`src/rtl/gfs_pkg.sv`:
```
//////////////////////////////////////////////////////////////////////////////
// Overview of operation
// - each pin role comes from all eight code bits of its select register
// - stop-clock codes sit at 0x44+8n: C bit1, C bit0, D bit1, D bit0
// - role 0x60 ORs the pin level into differential output 0 enable
// - even codes 0x62..0x6E enable differential outputs 1..7 the same way
// - role 0x70 ORs the pin level into single-ended output 0 enable
// - even codes 0x72..0x7E enable single-ended outputs 1..7 the same way
// - role 0x80 drives the pin high while the interrupt is asserted
// - role 0x88 drives the pin with the reference 0 precise check failure
// - role 0x89 drives the pin with the reference 0 single-cycle indicator
// - role 0x8A drives the pin with the reference 0 coarse indicator
// - role 0x8B drives the pin with the reference 0 guard soak indicator
// - a stop-clock pin level is ORed with its matching stop register bit
// - code zero leaves the pin a plain input with no function
//////////////////////////////////////////////////////////////////////////////
package gfs_pkg;
  localparam int unsigned NUM_PINS = 8;
  localparam int unsigned ROLE_W = 8;
  localparam int unsigned STOP_W = 16;
  localparam int unsigned OUT_W = 8;
  localparam int unsigned EV_W = 4;
  localparam int unsigned ADDR_W = 8;
  localparam int unsigned DATA_W = 32;
  // byte offsets on the register bus
  localparam logic [7:0] OFS_ROLE0 = 8'h00;
  localparam logic [7:0] OFS_DIFF_EN = 8'h20;
  localparam logic [7:0] OFS_SE_EN = 8'h24;
  localparam logic [7:0] OFS_STOP = 8'h28;
  localparam logic [7:0] OFS_IRQ_STAT = 8'h2C;
  localparam logic [7:0] OFS_IRQ_MASK = 8'h30;
  localparam logic [7:0] OFS_EFF_EN = 8'h34;
  localparam logic [7:0] OFS_EFF_STOP = 8'h38;
  // reset values
  localparam logic [7:0] RST_ROLE = 8'h00;
  localparam logic [7:0] RST_OUT_EN = 8'h00;
  localparam logic [15:0] RST_STOP = 16'h0000;
  localparam logic [3:0] RST_EV = 4'h0;
  // role codes
  localparam logic [7:0] CODE_NONE = 8'h00;
  localparam logic [7:0] CODE_STOP_FIRST = 8'h44;
  localparam logic [7:0] CODE_STOP_LAST = 8'h5F;
  localparam logic [7:0] CODE_DIFF_FIRST = 8'h60;
  localparam logic [7:0] CODE_DIFF_LAST = 8'h6E;
  localparam logic [7:0] CODE_SE_FIRST = 8'h70;
  localparam logic [7:0] CODE_SE_LAST = 8'h7E;
  localparam logic [7:0] CODE_IRQ = 8'h80;
  localparam logic [7:0] CODE_PRECISE = 8'h88;
  localparam logic [7:0] CODE_CYCLE = 8'h89;
  localparam logic [7:0] CODE_COARSE = 8'h8A;
  localparam logic [7:0] CODE_GUARD = 8'h8B;
  // event bit positions in the interrupt status register
  localparam int unsigned EV_PRECISE = 0;
  localparam int unsigned EV_CYCLE = 1;
  localparam int unsigned EV_COARSE = 2;
  localparam int unsigned EV_GUARD = 3;

  // stop codes use the upper four slots of each eight-code group
  function automatic logic stop_hit(input logic [7:0] code);
    stop_hit = (code >= CODE_STOP_FIRST) && (code <= CODE_STOP_LAST) && code[2];
  endfunction : stop_hit

  // synth n owns bits 4n+3..4n: C bit1, C bit0, D bit1, D bit0
  function automatic logic [3:0] stop_index(input logic [7:0] code);
    stop_index = {code[4:3], ~code[1:0]};
  endfunction : stop_index

  function automatic logic even_hit(input logic [7:0] code, input logic [7:0] first,
                                    input logic [7:0] last);
    even_hit = (code >= first) && (code <= last) && !code[0];
  endfunction : even_hit
endpackage : gfs_pkg

```
`src/rtl/gfs_gpio_function_select.sv`:
```
`timescale 1ns/1ps
module gfs_gpio_function_select
(
  input wire logic clk,
  input wire logic rst_n,
  input wire logic [7:0] avs_address,
  input wire logic avs_read,
  input wire logic avs_write,
  input wire logic [31:0] avs_writedata,
  output logic [31:0] avs_readdata,
  output logic avs_waitrequest,
  input wire logic [7:0] pin_in,
  output logic [7:0] pin_out,
  output logic [7:0] pin_oe,
  input wire logic reference_input_0_precise_fail,
  input wire logic reference_input_0_cycle_fail,
  input wire logic reference_input_0_coarse_fail,
  input wire logic reference_input_0_guard_soak,
  output logic [15:0] post_divider_stop,
  output logic [7:0] diff_output_enable,
  output logic [7:0] single_ended_output_enable,
  output logic irq
);
  //////////////////////////////////////////////////////////////////////////
  // register state
  logic [7:0] pin_role_select_reg_q [gfs_pkg::NUM_PINS];
  logic [7:0] diff_output_enable_reg_q;
  logic [7:0] single_ended_output_enable_reg_q;
  logic [15:0] post_divider_stop_reg_q;
  logic [3:0] irq_status_q;
  logic [3:0] irq_mask_q;
  logic [3:0] ev_prev_q;
  logic wait_q;
  logic [31:0] rdata_q;
  logic [31:0] rdata_d;
  logic irq_q;
  logic [15:0] stop_eff_q;
  logic [7:0] diff_eff_q;
  logic [7:0] se_eff_q;
  logic [3:0] ev_now;
  logic [3:0] ev_rise;
  logic [3:0] w1c;
  logic wr_fire;
  logic req_take;
  logic [15:0] stop_vec [gfs_pkg::NUM_PINS];
  logic [7:0] diff_vec [gfs_pkg::NUM_PINS];
  logic [7:0] se_vec [gfs_pkg::NUM_PINS];
  logic [15:0] stop_any;
  logic [7:0] diff_any;
  logic [7:0] se_any;

  //////////////////////////////////////////////////////////////////////////
  // bus handshake: one wait cycle, write lands on the edge waitrequest is low
  assign req_take = (avs_read || avs_write) && wait_q;
  assign wr_fire = avs_write && !wait_q;

  always_ff @(posedge clk)
  begin
    if (!rst_n)
    begin
      wait_q <= 1'b1;
    end
    else if (req_take)
    begin
      wait_q <= 1'b0;
    end
    else
    begin
      wait_q <= 1'b1;
    end
  end

  always_comb
  begin
    rdata_d = 32'h0000_0000;
    if (avs_address[7:5] == 3'b000)
    begin
      rdata_d[7:0] = pin_role_select_reg_q[avs_address[4:2]];
    end
    else
    begin
      case ({avs_address[7:2], 2'b00})
        gfs_pkg::OFS_DIFF_EN: rdata_d[7:0] = diff_output_enable_reg_q;
        gfs_pkg::OFS_SE_EN: rdata_d[7:0] = single_ended_output_enable_reg_q;
        gfs_pkg::OFS_STOP: rdata_d[15:0] = post_divider_stop_reg_q;
        gfs_pkg::OFS_IRQ_STAT: rdata_d[3:0] = irq_status_q;
        gfs_pkg::OFS_IRQ_MASK: rdata_d[3:0] = irq_mask_q;
        gfs_pkg::OFS_EFF_EN: rdata_d[15:0] = {se_eff_q, diff_eff_q};
        gfs_pkg::OFS_EFF_STOP: rdata_d[15:0] = stop_eff_q;
        default: rdata_d = 32'h0000_0000;
      endcase
    end
  end

  always_ff @(posedge clk)
  begin
    if (!rst_n)
    begin
      rdata_q <= 32'h0000_0000;
    end
    else if (req_take && avs_read)
    begin
      rdata_q <= rdata_d;
    end
  end

  //////////////////////////////////////////////////////////////////////////
  // software-written control registers
  always_ff @(posedge clk)
  begin
    if (!rst_n)
    begin
      for (int i = 0; i < gfs_pkg::NUM_PINS; i++)
      begin
        pin_role_select_reg_q[i] <= gfs_pkg::RST_ROLE;
      end
    end
    else if (wr_fire && avs_address[7:5] == 3'b000)
    begin
      pin_role_select_reg_q[avs_address[4:2]] <= avs_writedata[7:0];
    end
  end

  always_ff @(posedge clk)
  begin
    if (!rst_n)
    begin
      diff_output_enable_reg_q <= gfs_pkg::RST_OUT_EN;
      single_ended_output_enable_reg_q <= gfs_pkg::RST_OUT_EN;
      post_divider_stop_reg_q <= gfs_pkg::RST_STOP;
      irq_mask_q <= gfs_pkg::RST_EV;
    end
    else if (wr_fire)
    begin
      case ({avs_address[7:2], 2'b00})
        gfs_pkg::OFS_DIFF_EN: diff_output_enable_reg_q <= avs_writedata[7:0];
        gfs_pkg::OFS_SE_EN: single_ended_output_enable_reg_q <= avs_writedata[7:0];
        gfs_pkg::OFS_STOP: post_divider_stop_reg_q <= avs_writedata[15:0];
        gfs_pkg::OFS_IRQ_MASK: irq_mask_q <= avs_writedata[3:0];
        default: irq_mask_q <= irq_mask_q;
      endcase
    end
  end

  //////////////////////////////////////////////////////////////////////////
  // interrupt: rising indicator edges set sticky bits, set beats clear
  assign ev_now = {reference_input_0_guard_soak, reference_input_0_coarse_fail, reference_input_0_cycle_fail, reference_input_0_precise_fail};
  assign ev_rise = ev_now & ~ev_prev_q;
  assign w1c = (wr_fire && {avs_address[7:2], 2'b00} == gfs_pkg::OFS_IRQ_STAT) ?
               avs_writedata[3:0] : 4'h0;

  always_ff @(posedge clk)
  begin
    if (!rst_n)
    begin
      ev_prev_q <= gfs_pkg::RST_EV;
      irq_status_q <= gfs_pkg::RST_EV;
      irq_q <= 1'b0;
    end
    else
    begin
      ev_prev_q <= ev_now;
      irq_status_q <= (irq_status_q & ~w1c) | ev_rise;
      irq_q <= |(irq_status_q & irq_mask_q);
    end
  end

  //////////////////////////////////////////////////////////////////////////
  // per-pin role decoders
  for (genvar g = 0; g < gfs_pkg::NUM_PINS; g++)
  begin : g_pin
    gfs_pin_role_decode u_dec
    (
      .clk(clk),
      .rst_n(rst_n),
      .role(pin_role_select_reg_q[g]),
      .pin_level(pin_in[g]),
      .irq_level(irq_q),
      .precise_fail(reference_input_0_precise_fail),
      .cycle_fail(reference_input_0_cycle_fail),
      .coarse_fail(reference_input_0_coarse_fail),
      .guard_soak(reference_input_0_guard_soak),
      .stop_vec_q(stop_vec[g]),
      .diff_vec_q(diff_vec[g]),
      .se_vec_q(se_vec[g]),
      .drive_level_q(pin_out[g]),
      .drive_en_q(pin_oe[g])
    );
  end

  always_comb
  begin
    stop_any = gfs_pkg::RST_STOP;
    diff_any = gfs_pkg::RST_OUT_EN;
    se_any = gfs_pkg::RST_OUT_EN;
    for (int i = 0; i < gfs_pkg::NUM_PINS; i++)
    begin
      stop_any = stop_any | stop_vec[i];
      diff_any = diff_any | diff_vec[i];
      se_any = se_any | se_vec[i];
    end
  end

  //////////////////////////////////////////////////////////////////////////
  // effective controls: pin levels ORed with register bits
  always_ff @(posedge clk)
  begin
    if (!rst_n)
    begin
      stop_eff_q <= gfs_pkg::RST_STOP;
      diff_eff_q <= gfs_pkg::RST_OUT_EN;
      se_eff_q <= gfs_pkg::RST_OUT_EN;
    end
    else
    begin
      stop_eff_q <= post_divider_stop_reg_q | stop_any;
      diff_eff_q <= diff_output_enable_reg_q | diff_any;
      se_eff_q <= single_ended_output_enable_reg_q | se_any;
    end
  end

  assign avs_waitrequest = wait_q;
  assign avs_readdata = rdata_q;
  assign post_divider_stop = stop_eff_q;
  assign diff_output_enable = diff_eff_q;
  assign single_ended_output_enable = se_eff_q;
  assign irq = irq_q;

  //////////////////////////////////////////////////////////////////////////
  // checks
  chk_role_write_store: assert property (@(posedge clk) disable iff (!rst_n)
    (wr_fire && avs_address == gfs_pkg::OFS_ROLE0)
    |=> pin_role_select_reg_q[0] == $past(avs_writedata[7:0]))
    else $error("pin 0 role register did not take the written code");

  chk_stop_first_code: assert property (@(posedge clk) disable iff (!rst_n)
    (pin_role_select_reg_q[5] == 8'h44 && pin_in[5])[*2] |=> post_divider_stop[3])
    else $error("code 0x44 did not stop synth 0 divider C bit1");

  chk_stop_last_code: assert property (@(posedge clk) disable iff (!rst_n)
    (pin_role_select_reg_q[5] == 8'h5F && pin_in[5])[*2] |=> post_divider_stop[12])
    else $error("code 0x5F did not stop synth 3 divider D bit0");

  chk_stop_reg_or: assert property (@(posedge clk) disable iff (!rst_n)
    post_divider_stop_reg_q[15] ##1 post_divider_stop_reg_q[15] |-> ##1 post_divider_stop[15])
    else $error("stop register bit not seen on the stop output");

  chk_diff0_enable: assert property (@(posedge clk) disable iff (!rst_n)
    (pin_role_select_reg_q[1] == 8'h60 && pin_in[1])[*2] |=> diff_output_enable[0])
    else $error("code 0x60 did not enable differential output 0");

  chk_diff7_enable: assert property (@(posedge clk) disable iff (!rst_n)
    (pin_role_select_reg_q[1] == 8'h6E && pin_in[1])[*2] |=> diff_output_enable[7])
    else $error("code 0x6E did not enable differential output 7");

  chk_se0_enable: assert property (@(posedge clk) disable iff (!rst_n)
    (pin_role_select_reg_q[2] == 8'h70 && pin_in[2])[*2] |=> single_ended_output_enable[0])
    else $error("code 0x70 did not enable single-ended output 0");

  chk_se7_enable: assert property (@(posedge clk) disable iff (!rst_n)
    (pin_role_select_reg_q[2] == 8'h7E && pin_in[2])[*2] |=> single_ended_output_enable[7])
    else $error("code 0x7E did not enable single-ended output 7");

  chk_irq_pin_level: assert property (@(posedge clk) disable iff (!rst_n)
    pin_role_select_reg_q[3] == 8'h80 |=> pin_oe[3] && pin_out[3] == $past(irq_q))
    else $error("interrupt role pin does not follow the interrupt");

  chk_precise_pin: assert property (@(posedge clk) disable iff (!rst_n)
    pin_role_select_reg_q[2] == 8'h88 |=> pin_oe[2] && pin_out[2] == $past(reference_input_0_precise_fail))
    else $error("precise check role pin mismatch");

  chk_cycle_pin: assert property (@(posedge clk) disable iff (!rst_n)
    pin_role_select_reg_q[2] == 8'h89 |=> pin_oe[2] && pin_out[2] == $past(reference_input_0_cycle_fail))
    else $error("single-cycle role pin mismatch");

  chk_coarse_pin: assert property (@(posedge clk) disable iff (!rst_n)
    pin_role_select_reg_q[2] == 8'h8A |=> pin_oe[2] && pin_out[2] == $past(reference_input_0_coarse_fail))
    else $error("coarse check role pin mismatch");

  chk_guard_pin: assert property (@(posedge clk) disable iff (!rst_n)
    pin_role_select_reg_q[2] == 8'h8B |=> pin_oe[2] && pin_out[2] == $past(reference_input_0_guard_soak))
    else $error("guard soak role pin mismatch");

  chk_plain_input: assert property (@(posedge clk) disable iff (!rst_n)
    pin_role_select_reg_q[4] == 8'h00
    |=> !pin_oe[4] && stop_vec[4] == 16'h0000 && diff_vec[4] == 8'h00 && se_vec[4] == 8'h00)
    else $error("code zero pin is not a plain input");

  chk_unassigned_code: assert property (@(posedge clk) disable iff (!rst_n)
    pin_role_select_reg_q[4] == 8'h48
    |=> !pin_oe[4] && stop_vec[4] == 16'h0000 && diff_vec[4] == 8'h00 && se_vec[4] == 8'h00)
    else $error("unassigned code had an effect");

  cov_stop_by_pin: cover property (@(posedge clk) disable iff (!rst_n)
    pin_role_select_reg_q[5] == 8'h44 && pin_in[5] ##2 post_divider_stop[3]);

  cov_irq_on_pin: cover property (@(posedge clk) disable iff (!rst_n)
    pin_role_select_reg_q[3] == 8'h80 ##1 pin_out[3]);

  cov_status_clear: cover property (@(posedge clk) disable iff (!rst_n)
    irq ##[1:20] !irq);

  cov_enable_or: cover property (@(posedge clk) disable iff (!rst_n)
    diff_output_enable_reg_q[7] && diff_output_enable[0]);

  cov_status_pin: cover property (@(posedge clk) disable iff (!rst_n)
    pin_role_select_reg_q[2] == 8'h8B && pin_out[2]);

  //////////////////////////////////////////////////////////////////////////
  // bus handshake, interrupt and register checks
  chk_wait_one_cycle: assert property (@(posedge clk) disable iff (!rst_n)
    !avs_waitrequest |=> avs_waitrequest)
    else $error("waitrequest stayed low for more than one cycle");

  chk_wait_answers: assert property (@(posedge clk) disable iff (!rst_n)
    (avs_read || avs_write) && avs_waitrequest |=> !avs_waitrequest)
    else $error("request was not answered in the next cycle");

  chk_role_readback: assert property (@(posedge clk) disable iff (!rst_n)
    (req_take && avs_read && avs_address == gfs_pkg::OFS_ROLE0)
    |=> avs_readdata == {24'h00_0000, $past(pin_role_select_reg_q[0])})
    else $error("pin 0 role read returned the wrong code");

  chk_readdata_hold: assert property (@(posedge clk) disable iff (!rst_n)
    !(req_take && avs_read) |=> $stable(avs_readdata))
    else $error("read data changed without a read");

  chk_status_no_control: assert property (@(posedge clk) disable iff (!rst_n)
    pin_role_select_reg_q[2][7]
    |=> stop_vec[2] == 16'h0000 && diff_vec[2] == 8'h00 && se_vec[2] == 8'h00)
    else $error("status role pin touched a control");

  chk_status_set_wins: assert property (@(posedge clk) disable iff (!rst_n)
    ev_rise != 4'h0 |=> (irq_status_q & $past(ev_rise)) == $past(ev_rise))
    else $error("indicator rise did not set its status bit");

  chk_irq_follows: assert property (@(posedge clk) disable iff (!rst_n)
    1'b1 |=> irq == $past(|(irq_status_q & irq_mask_q)))
    else $error("interrupt does not follow masked status");

  chk_mask_write: assert property (@(posedge clk) disable iff (!rst_n)
    (wr_fire && avs_address == gfs_pkg::OFS_IRQ_MASK) |=> irq_mask_q == $past(avs_writedata[3:0]))
    else $error("mask register did not take the written value");

  chk_diff_reg_or: assert property (@(posedge clk) disable iff (!rst_n)
    diff_output_enable_reg_q[7] ##1 diff_output_enable_reg_q[7] |-> ##1 diff_output_enable[7])
    else $error("differential enable register bit not seen on the output");

  chk_se_reg_or: assert property (@(posedge clk) disable iff (!rst_n)
    single_ended_output_enable_reg_q[6] ##1 single_ended_output_enable_reg_q[6]
    |-> ##1 single_ended_output_enable[6])
    else $error("single-ended enable register bit not seen on the output");
endmodule : gfs_gpio_function_select

```
`src/rtl/gfs_pin_role_decode.sv`:
```
`timescale 1ns/1ps
module gfs_pin_role_decode
(
  input wire logic clk,
  input wire logic rst_n,
  input wire logic [7:0] role,
  input wire logic pin_level,
  input wire logic irq_level,
  input wire logic precise_fail,
  input wire logic cycle_fail,
  input wire logic coarse_fail,
  input wire logic guard_soak,
  output logic [15:0] stop_vec_q,
  output logic [7:0] diff_vec_q,
  output logic [7:0] se_vec_q,
  output logic drive_level_q,
  output logic drive_en_q
);
  logic [15:0] stop_vec_d;
  logic [7:0] diff_vec_d;
  logic [7:0] se_vec_d;
  logic drive_level_d;
  logic drive_en_d;

  always_comb
  begin
    stop_vec_d = gfs_pkg::RST_STOP;
    diff_vec_d = gfs_pkg::RST_OUT_EN;
    se_vec_d = gfs_pkg::RST_OUT_EN;
    drive_level_d = 1'b0;
    drive_en_d = 1'b0;
    if (gfs_pkg::stop_hit(role))
    begin
      stop_vec_d[gfs_pkg::stop_index(role)] = pin_level;
    end
    if (gfs_pkg::even_hit(role, gfs_pkg::CODE_DIFF_FIRST, gfs_pkg::CODE_DIFF_LAST))
    begin
      diff_vec_d[role[3:1]] = pin_level;
    end
    if (gfs_pkg::even_hit(role, gfs_pkg::CODE_SE_FIRST, gfs_pkg::CODE_SE_LAST))
    begin
      se_vec_d[role[3:1]] = pin_level;
    end
    case (role)
      gfs_pkg::CODE_IRQ:
      begin
        drive_en_d = 1'b1;
        drive_level_d = irq_level;
      end
      gfs_pkg::CODE_PRECISE:
      begin
        drive_en_d = 1'b1;
        drive_level_d = precise_fail;
      end
      gfs_pkg::CODE_CYCLE:
      begin
        drive_en_d = 1'b1;
        drive_level_d = cycle_fail;
      end
      gfs_pkg::CODE_COARSE:
      begin
        drive_en_d = 1'b1;
        drive_level_d = coarse_fail;
      end
      gfs_pkg::CODE_GUARD:
      begin
        drive_en_d = 1'b1;
        drive_level_d = guard_soak;
      end
      default:
      begin
        // code zero and unassigned codes: input only
        drive_en_d = 1'b0;
        drive_level_d = 1'b0;
      end
    endcase
  end

  always_ff @(posedge clk)
  begin
    if (!rst_n)
    begin
      stop_vec_q <= gfs_pkg::RST_STOP;
      diff_vec_q <= gfs_pkg::RST_OUT_EN;
      se_vec_q <= gfs_pkg::RST_OUT_EN;
      drive_level_q <= 1'b0;
      drive_en_q <= 1'b0;
    end
    else
    begin
      stop_vec_q <= stop_vec_d;
      diff_vec_q <= diff_vec_d;
      se_vec_q <= se_vec_d;
      drive_level_q <= drive_level_d;
      drive_en_q <= drive_en_d;
    end
  end
endmodule : gfs_pin_role_decode

```
`config.mk`:
```
export PLATFORM = sky130hd
export DESIGN_NAME = gfs_gpio_function_select
export DESIGN_NICKNAME = d
export VERILOG_FILES = /design/src/rtl/gfs_pkg.sv /design/src/rtl/gfs_gpio_function_select.sv /design/src/rtl/gfs_pin_role_decode.sv
export SDC_FILE = /design/constraint.sdc
export NUM_CORES = 1
export LEC_CHECK = 0
export ABC_AREA = 1
export BUFFER_PORTS_ARGS = -buffer_cell sky130_fd_sc_hd__buf_2
export CORE_ASPECT_RATIO = 0.75
export CORE_MARGIN = 2
export CORE_UTILIZATION = 51
export DETAILED_ROUTE_END_ITERATION = 10
export PLACE_DENSITY = 0.73
export SKIP_CTS_REPAIR_TIMING = 1
export SYNTH_ARGS = -nofsm -noshare
export SYNTH_HDL_FRONTEND = slang
export SYNTH_SLANG_ARGS = --single-unit
export TNS_END_PERCENT = 10
```
`constraint.sdc`:
```
create_clock -name clk -period 2 [get_ports clk]
set_clock_uncertainty 0.05 [all_clocks]
set_input_delay 0.4 -clock clk [delete_from_list [all_inputs] [get_ports clk]]
set_output_delay 0.4 -clock clk [all_outputs]
set_load 0.03 [all_outputs]
```
Yosys cells after proc, flatten, opt, wreduce, memory -nomap -nowiden:

Memories as Yosys holds them, arrays and structs flattened.
Cells that the tools add are included.

* bits of input ports: 56
* bits in writable memories: 64
* memories: 1
* output and inout port bits: 82
* flip-flop bits (word level): 382
* word-level logic and storage cells: 414

* equality and inequality tests: 47
* reduce and logical (&&, ||, !) cells: 118
* bitwise operators: 54
* $lt $le $gt $ge: 80
* mux-type cells: 62

Memory list
* pin_role_select_reg_q: depth 8, bits a word 8, rd ports 9, clocked after Yosys merged registers in 0, write ports 8, RTL line gfs_gpio_function_select.sv:26 `logic [7:0] pin_role_select_reg_q [gfs_pkg::NUM_PINS];`

Operators by type and width (number)
* $eq A8 B8 Y1 const B: 40
* $ge A8 B7 Y1 const B: 24
* $le A8 B7 Y1 const B: 24
* $and A16 B16 Y16: 8
* $or A16 B16 Y16: 8
* $or A8 B8 Y8: 16
* $logic_and A1 B1 Y1: 69
* $and A8 B8 Y8: 8
* $reduce_and A2 Y1: 28
* $eq A6 B4 Y1 const B: 7
* $lt A4 B5 Y1 const B: 8
* $pmux W1 S5: 8
* $reduce_or A5 Y1: 8
* $demux W1 S4: 8
* $ge A4 B1 Y1 const B: 8
* $lt A3 B4 Y1 const B: 8
* $mux W1: 30
* $pmux W4 S7: 1
* $demux W1 S3: 8
* $ge A3 B1 Y1 const B: 8
* $mux W8: 3
* $pmux W8 S3: 1
* $pmux W4 S5: 1
* $not A2 Y2: 8
* 10 further kinds: 21

Depth between registers and ports, before layout:

Gate-level depths: netlist of run 1.

* depth after elaboration: 8
* mapped depth: 11
* depth with buffers taken out: 10

Hierarchy:

A second synthesis of run 1 with hierarchy kept.

* cell total of the unflattened synthesis: 1943
* area, all modules: 16133.0 µm²

By module, submodules not included
* gfs_pin_role_decode at g_pin[0].u_dec ...: area each 1086.0 µm², cells an instance 124, seq. area each 680.7 µm², instances 7
* gfs_gpio_function_select: area each 7333.3 µm², cells an instance 929, seq. area each 3803.6 µm², instances 1
* gfs_pin_role_decode at g_pin[7].u_dec: area each 1197.4 µm², cells an instance 146, seq. area each 680.7 µm², instances 1

Least setup slack after synthesis of run 1:

OpenSTA, ideal clock, no wires.

* path type: in2reg
* start point: input port avs_address[6]
* end point: memory pin_role_select_reg_q[0][0] (enable)
* path buffers: 0
* arrival: 1.497 ns
* slack: 0.125 ns
* data required time: 1.621 ns
* library setup time: 0.329 ns
* cell stages on the path: 7
* path through: inv_1 -> nand2_2 -> nor2_2 -> nand3_1 -> nor2_4 -> nand2_2 -> nand2_1

RTL lines
* start: declaration: RTL line gfs_gpio_function_select.sv:6 `input wire logic [7:0] avs_address,`
* end: declaration: RTL line gfs_gpio_function_select.sv:26

==> results of run 1 <==
## power groups by stage
stage | registers, mW | logic (mW) | clock network (mW)
floorplan | 9.12 | 0.514 | 0
global placement | 9.14 | 0.851 | 0
detailed placement | 9.14 | 0.866 | 0
CTS | 8.95 | 0.869 | 7.74
global route | 8.96 | 0.958 | 8.10
finish | 8.96 | 0.897 | 7.67
## worst max-delay path, delay by kind of cell (launching register included)
kind	cells	cell delay, ns
AO/OA/AOI/OAI	2	0.56
buffers and inverters	2	0.39
flip-flops	1	0.57
AND/OR/NAND/NOR	2	0.33
## worst max-delay path by stage
stage,start,endpoint
final,pin_role_select_reg_q[2][3],g_pin[2].u_dec.drive_level_q
after floorplan,avs_address[6],pin_role_select_reg_q[0][0]
after global routing,pin_role_select_reg_q[2][0],g_pin[2].u_dec.drive_level_q
after global placement,avs_address[6],pin_role_select_reg_q[1][4]
after CTS,pin_role_select_reg_q[2][0],g_pin[2].u_dec.drive_level_q
after detailed placement,avs_address[6],pin_role_select_reg_q[1][3]
## logic make-up (layout without fill, tap and decap cells)
kind of cell	after synthesis	after routing	synth area share (%)
buffers and inverters	219	389	6.251
AOI/OAI and AO/OA	181	181	6.315
and+or+nand+nor	1065	1065	28.47
DFF	430	430	58.94
other	1	17	0.02390
## per-stage QoR
| step | cells | cell area, sq um | setup TNS [ns] | util, % |
|---|---|---|---|---|
| after floorplan | 1911 | 15750 | 0 | - |
| after global placement | 2406 | 16920 | 0 | 56.02 |
| after detailed placement | 2406 | 16920 | -0.4513 | 56.02 |
| after CTS | 2480 | 18280 | 0 | 60.51 |
| after global routing | 2480 | 18280 | 0 | 60.51 |
| final | 2481 | 18280 | 0 | 60.52 |
## cell usage in the layout, fill, tap and decap left out, types with 3 or more instances in the layout
cell	instances
nor2_1	460
dfxtp_1	366
nand2_1	339
nand3_1	136
inv_1	127
buf_2	103
o21ai_0	80
buf_4	74
edfxtp_1	64
nor3_1	48
a21oi_1	48
clkbuf_16	44
nor4_1	35
a31oi_1	32
nand4_1	19
conb_1	16
nand2_2	14
clkinv_2	12
inv_2	6
nor2_4	6
clkbuf_8	6
o31ai_1	5
nor2_2	4
o22ai_1	4
buf_12	4
nand3b_1	3
a21boi_0	3
clkbuf_1	3
clkinv_1	3
## cell type report
class	instances	area, sq um	share of cell area (%)
Sequential cell	430	9249	50.59
Tap cell	399	499.2	2.731
Clock inverter	20	157.7	0.8623
Inverter	134	504.2	2.758
Antenna cell	1	2.502	0.01369
Multi-Input combinational cell	1262	5519	30.19
Timing Repair Buffer	181	1151	6.296
Clock buffer	54	1200	6.563
## flip-flops by register name (all words and copies together), names as in the netlist
| register | cells |
|---|---|
| ev_prev_q | 4 |
| single_ended_output_enable | 8 |
| irq_status_q | 4 |
| avs_waitrequest | 1 |
| diff_output_enable | 8 |
| single_ended_output_enable_reg_q | 8 |
| irq | 1 |
| g_pin.u_dec.se_vec_q | 64 |
| g_pin.u_dec.diff_vec_q | 64 |
| post_divider_stop_reg_q | 16 |
| avs_readdata | 16 |
| g_pin.u_dec.stop_vec_q | 128 |
| irq_mask_q | 4 |
| diff_output_enable_reg_q | 8 |
| post_divider_stop | 16 |
| g_pin.u_dec.drive_level_q | 8 |
| g_pin.u_dec.drive_en_q | 8 |
| pin_role_select_reg_q | 64 |
## routing by layer
layer	global-route usage (%)	up-vias	routed length, microns
met5	0	-	0
met4	9.626	0	1651
met3	8.166	110	7153
met2	44.96	908	20560
met1	46.62	6441	21510
li1	-	6433	-
==> flow_metrics.env, run 1 <==
export IMPL_status="complete, no violations"
export IMPL_antenna_found_initial=1
export IMPL_grt_pass1_vias=12600
export IMPL_die_area_sq_mm=0.03220
export IMPL_grt_max_degree=44
export IMPL_hold_path_startpoint="avs_writedata[13]"
export IMPL_row_count=55
export IMPL_drcViolationCount=0
export IMPL_maxCapViolations=0
export IMPL_crit_arrival_ns=2.39
export IMPL_intPower_mw=13.47
export IMPL_root_buffer="clkbuf_16"
export IMPL_yosys_area_top_type_share_pct=46.69
export IMPL_synth_seq_cells=430
export IMPL_die_w_microns=206.6
export IMPL_ys_types=34
export IMPL_drtIter0Drc=2363
export IMPL_postRouteAntennaNets=0
export IMPL_clock_sinks=430
export IMPL_synth_edf_count=64
export IMPL_fin_ws_ns=0.05806
export IMPL_slew_viol_final=0
export IMPL_synth_async_sr_flop_share_pct=0
export IMPL_htree_levels=2
export IMPL_io_pins=138
export IMPL_cp_end_kind="flip-flop"
export IMPL_cts_buffer_depth=3
export IMPL_area_growth_pct=16.50
export IMPL_p_sw_share_pct=23.17
export IMPL_pwr_share_seq_pct=51.1
export IMPL_coreArea_sq_mm=0.03021
export IMPL_finalPower_mw=17.53
export IMPL_gr_usage_all_layers_pct=31.53
export IMPL_insertion_delay_ns=0.55
export IMPL_hold_class="in2reg"
export IMPL_tightest_slew_ns=0.6267
export IMPL_yosysSeqAreaShare_pct=58.94
export IMPL_io_buffers=103
export IMPL_synth_cells=1896
export IMPL_slew_limit_headroom_pct=57.84
export IMPL_p_comb_share_pct=5.1
export IMPL_fin_nets=2106
export IMPL_cts_tree="yes"
export IMPL_via_count=13890
export IMPL_synth_area_leaders="dfxtp_1 47%, edfxtp_1 12%, nor2_1 11%"
export IMPL_yosysWarnings=0
export IMPL_worstReg2RegStart="pin_role_select_reg_q[2][3]"
export IMPL_wire_per_inst_microns=20.50
export IMPL_clkTransAtPathRegs_ns=0.06
export IMPL_power_net_switching_mw=4.062
export IMPL_slowest_stage="edfxtp_1"
export IMPL_peakVddDrop_v=0.0005950
export IMPL_die_y_microns=155.9
export IMPL_ys_flop_type="dfxtp_1"
export IMPL_synth_most_common_cell="nor2_1"
export IMPL_yosys_area_top_type="dfxtp_1"
export IMPL_finalSetupViolations=0
export IMPL_r2r_end="g_pin[2].u_dec.drive_level_q"
export IMPL_powerDensity_mw_per_mm2=958.7
export IMPL_routabilityCongestion=1.062
export IMPL_crit_type="reg2reg"
export IMPL_firstDrtPassIters=6
export IMPL_cp_start_kind="flip-flop"
export IMPL_r2r_cells=6
export IMPL_via_per_inst=5.599
export IMPL_min_path_cells=3
export IMPL_max_freq_mhz=514.9
export IMPL_cp_required_ns=2.44
export IMPL_leakage_nw=7.701
export IMPL_crit_path_max_fanout=7
export IMPL_place_hpwl_mm=39.78
export IMPL_drt_wl_total_mm=50.87
export IMPL_cpPeakStageDelay_ns=0.57
export IMPL_gr_total_overflow=0
export IMPL_grt_pass1_wl_mm=74.44
export IMPL_initial_core_util_pct=51.94
export IMPL_crit_chain="inv_1 -> a21oi_1 -> nand2_1 -> nor2_1 -> a21boi_1 -> buf_4"
export IMPL_synthTopCellsByCount="460 x nor2_1, 366 x dfxtp_1, 339 x nand2_1"
export IMPL_hold_end="post_divider_stop_reg_q[13]"
export IMPL_cts_buffers=41
export IMPL_drive_above_1_share_pct=13.46
export IMPL_holdWs_ns=0.02152
export IMPL_syn_area_per_cell_sq_um=8.277
export IMPL_p_clk_share_pct=43.8
export IMPL_min_period_ns=1.942
export IMPL_hold_viol=0
export IMPL_mappedNetlistArea_sq_mm=0.01569
export IMPL_period_share_pct=97.10
export IMPL_fill_cells=2652
export IMPL_rsz0062_at_grt="no"
export IMPL_rrSetupSlack_ns=0.06
export IMPL_place_ws_ns=-0.03184
Power figures use the tool's default switching activity.
==> inputs of run 2 (changes only) <==
--- a/config.mk
+++ b/config.mk
@@ -10,8 +10,9 @@
 export CORE_ASPECT_RATIO = 0.75
 export CORE_MARGIN = 2
 export CORE_UTILIZATION = 51
+export CTS_BUF_LIST = sky130_fd_sc_hd__clkbuf_16
 export DETAILED_ROUTE_END_ITERATION = 10
-export PLACE_DENSITY = 0.73
+export PLACE_DENSITY_LB_ADDON = 0.2
 export SKIP_CTS_REPAIR_TIMING = 1
 export SYNTH_ARGS = -nofsm -noshare
 export SYNTH_HDL_FRONTEND = slang
==> run 2 against run 1 <==
Effect of this change: sequential share of layout area up 0.059 points; power down 0.26%; design area shrank 0.12%; combinational power rose by 1%; routed wire length rose by 4.1%; sequential power hardly changed; setup slack improved by 0.081 ns; largest cell class unchanged.
==> flow_metrics.env, run 2 (synthesized netlist as in run 1, its figures left out) <==
export IMPL_drcViolationCount=0
export IMPL_grt_pass1_vias=12810
export IMPL_area_growth_pct=16.37
export IMPL_antenna_found_initial=1
export IMPL_crit_arrival_ns=1.41
export IMPL_largest_reg_flops=128
export IMPL_coreArea_sq_mm=0.03021
export IMPL_rsz0062_at_grt="no"
export IMPL_final_area_sq_mm=0.01826
export IMPL_diodes=0
export IMPL_routabilityCongestion=1.061
export IMPL_finalSetupTns_ns=0
export IMPL_crit_family="flip-flops"
export IMPL_grt_max_degree=46
export IMPL_crit_type="reg2out"
export IMPL_crit_path_max_fanout=6
export IMPL_p_clk_share_pct=43.6
export IMPL_die_y_microns=155.9
export IMPL_wire_per_inst_microns=21.30
export IMPL_die_w_microns=206.6
export IMPL_period_share_pct=93.05
export IMPL_cts_tree="yes"
export IMPL_final_common_cell="nor2_1"
export IMPL_drive_above_1_share_pct=13.22
export IMPL_fin_nets=2112
export IMPL_cpPeakStageDelay_ns=0.57
export IMPL_drtIter0Drc=1910
export IMPL_crit_chain="buf_2"
export IMPL_tightest_slew_ns=0.7498
export IMPL_gr_total_overflow=0
export IMPL_postRouteAntennaNets=0
export IMPL_insertion_delay_ns=0.56
export IMPL_drt_wl_total_mm=52.96
export IMPL_via_per_inst=5.551
export IMPL_status="complete, no violations"
export IMPL_root_buffer="clkbuf_16"
export IMPL_hold_class="in2reg"
export IMPL_max_freq_mhz=537.4
export IMPL_cts_buffers=41
export IMPL_place_hpwl_mm=41.31
export IMPL_powerDensity_mw_per_mm2=957.3
export IMPL_initial_core_util_pct=51.94
export IMPL_die_area_sq_mm=0.03220
export IMPL_clkTransAtPathRegs_ns=0.06
export IMPL_peakVddDrop_v=0.0005303
export IMPL_io_buffers=103
export IMPL_fill_cells=2687
export IMPL_cp_required_ns=1.55
export IMPL_finalSetupViolations=0
export IMPL_htree_levels=2
export IMPL_min_period_ns=1.861
export IMPL_leakage_nw=7.727
export IMPL_clock_sinks=430
export IMPL_post_dp_cell_area_sq_mm=0.01694
export IMPL_fin_util_pct=60.45
export IMPL_pwr_share_seq_pct=51.2
export IMPL_cts_buffer_depth=3
export IMPL_firstDrtPassIters=6
export IMPL_slew_limit_headroom_pct=49.55
export IMPL_slew_viol_final=0
export IMPL_power_net_switching_mw=4.143
export IMPL_cp_end_kind="primary output"
export IMPL_row_count=55
export IMPL_final_cell_mix="460 x nor2_1, 366 x dfxtp_1, 339 x nand2_1"
export IMPL_regMostFlops="g_pin.u_dec.stop_vec_q"
export IMPL_gr_usage_all_layers_pct=33.03
export IMPL_hold_viol=0
export IMPL_grt_pass1_wl_mm=77.00
export IMPL_maxCapViolations=0
export IMPL_crit_buf_inv=1
export IMPL_p_comb_share_pct=5.2
export IMPL_intPower_mw=13.34
export IMPL_cp_start_kind="flip-flop"
export IMPL_slowest_stage="dfxtp_1"
export IMPL_p_sw_share_pct=23.70
export IMPL_io_pins=138
export IMPL_via_count=13800
-- run 2: metal layers --
layer	share of wire, %	global-route usage (%)	routed length [microns]	up-vias
met3	13	10.84	6976	108
met4	3.3	10.99	1756	2
met1	44	47.34	23090	6461
li1	-	-	-	6438
met2	40	46.73	21130	792
met5	0.025	0	13	-
-- run 2: worst paths after layout --
| check | startpoint | endpoint | slack [ns] | cells after the start |
|---|---|---|---|---|
| max | irq | irq | 0.14 | 1 |
| min | avs_writedata[13] | post_divider_stop_reg_q[13] | 0.02 | 3 |
| max reg2reg | pin_role_select_reg_q[0][2] | g_pin[0].u_dec.stop_vec_q[8] | 0.15 | 4 |
| min reg2reg | ev_prev_q[2] | irq_status_q[2] | 0.37 | 1 |
-- run 2: through the flow --
step           worst slack [ns]  hold slack, ns  std cells  power, mW
6_report                 0.1391         0.01867       2486      17.48
5_1_grt                 0.09479         0.05032       2486      17.93
4_1_cts                  0.1564         0.01101       2486      17.48
3_5_place_dp           -0.03170          0.3731       2412      10.02
3_3_place_gp           0.001309          0.3608       2412      10.01
2_1_floorplan            0.1245          0.3579       1911      9.638
-- run 2: power by group through the flow --
stage | clock [mW] | sequential, mW | combinational (mW)
global route | 8.00 | 8.96 | 0.971
floorplan | 0 | 9.12 | 0.514
finish | 7.62 | 8.96 | 0.907
global placement | 0 | 9.14 | 0.867
detailed placement | 0 | 9.14 | 0.875
CTS | 7.65 | 8.95 | 0.878
-- run 2: layout make-up --
cell class | count | area [sq um] | share of cell area (%)
flip-flops and latches | 430 | 9249 | 50.65
multi-input cells | 1262 | 5519 | 30.22
repair buffers | 187 | 1171 | 6.413
clock buffers | 44 | 1101 | 6.029
inverters | 134 | 504.2 | 2.761
well taps | 399 | 499.2 | 2.734
clock inverters | 30 | 217.7 | 1.192
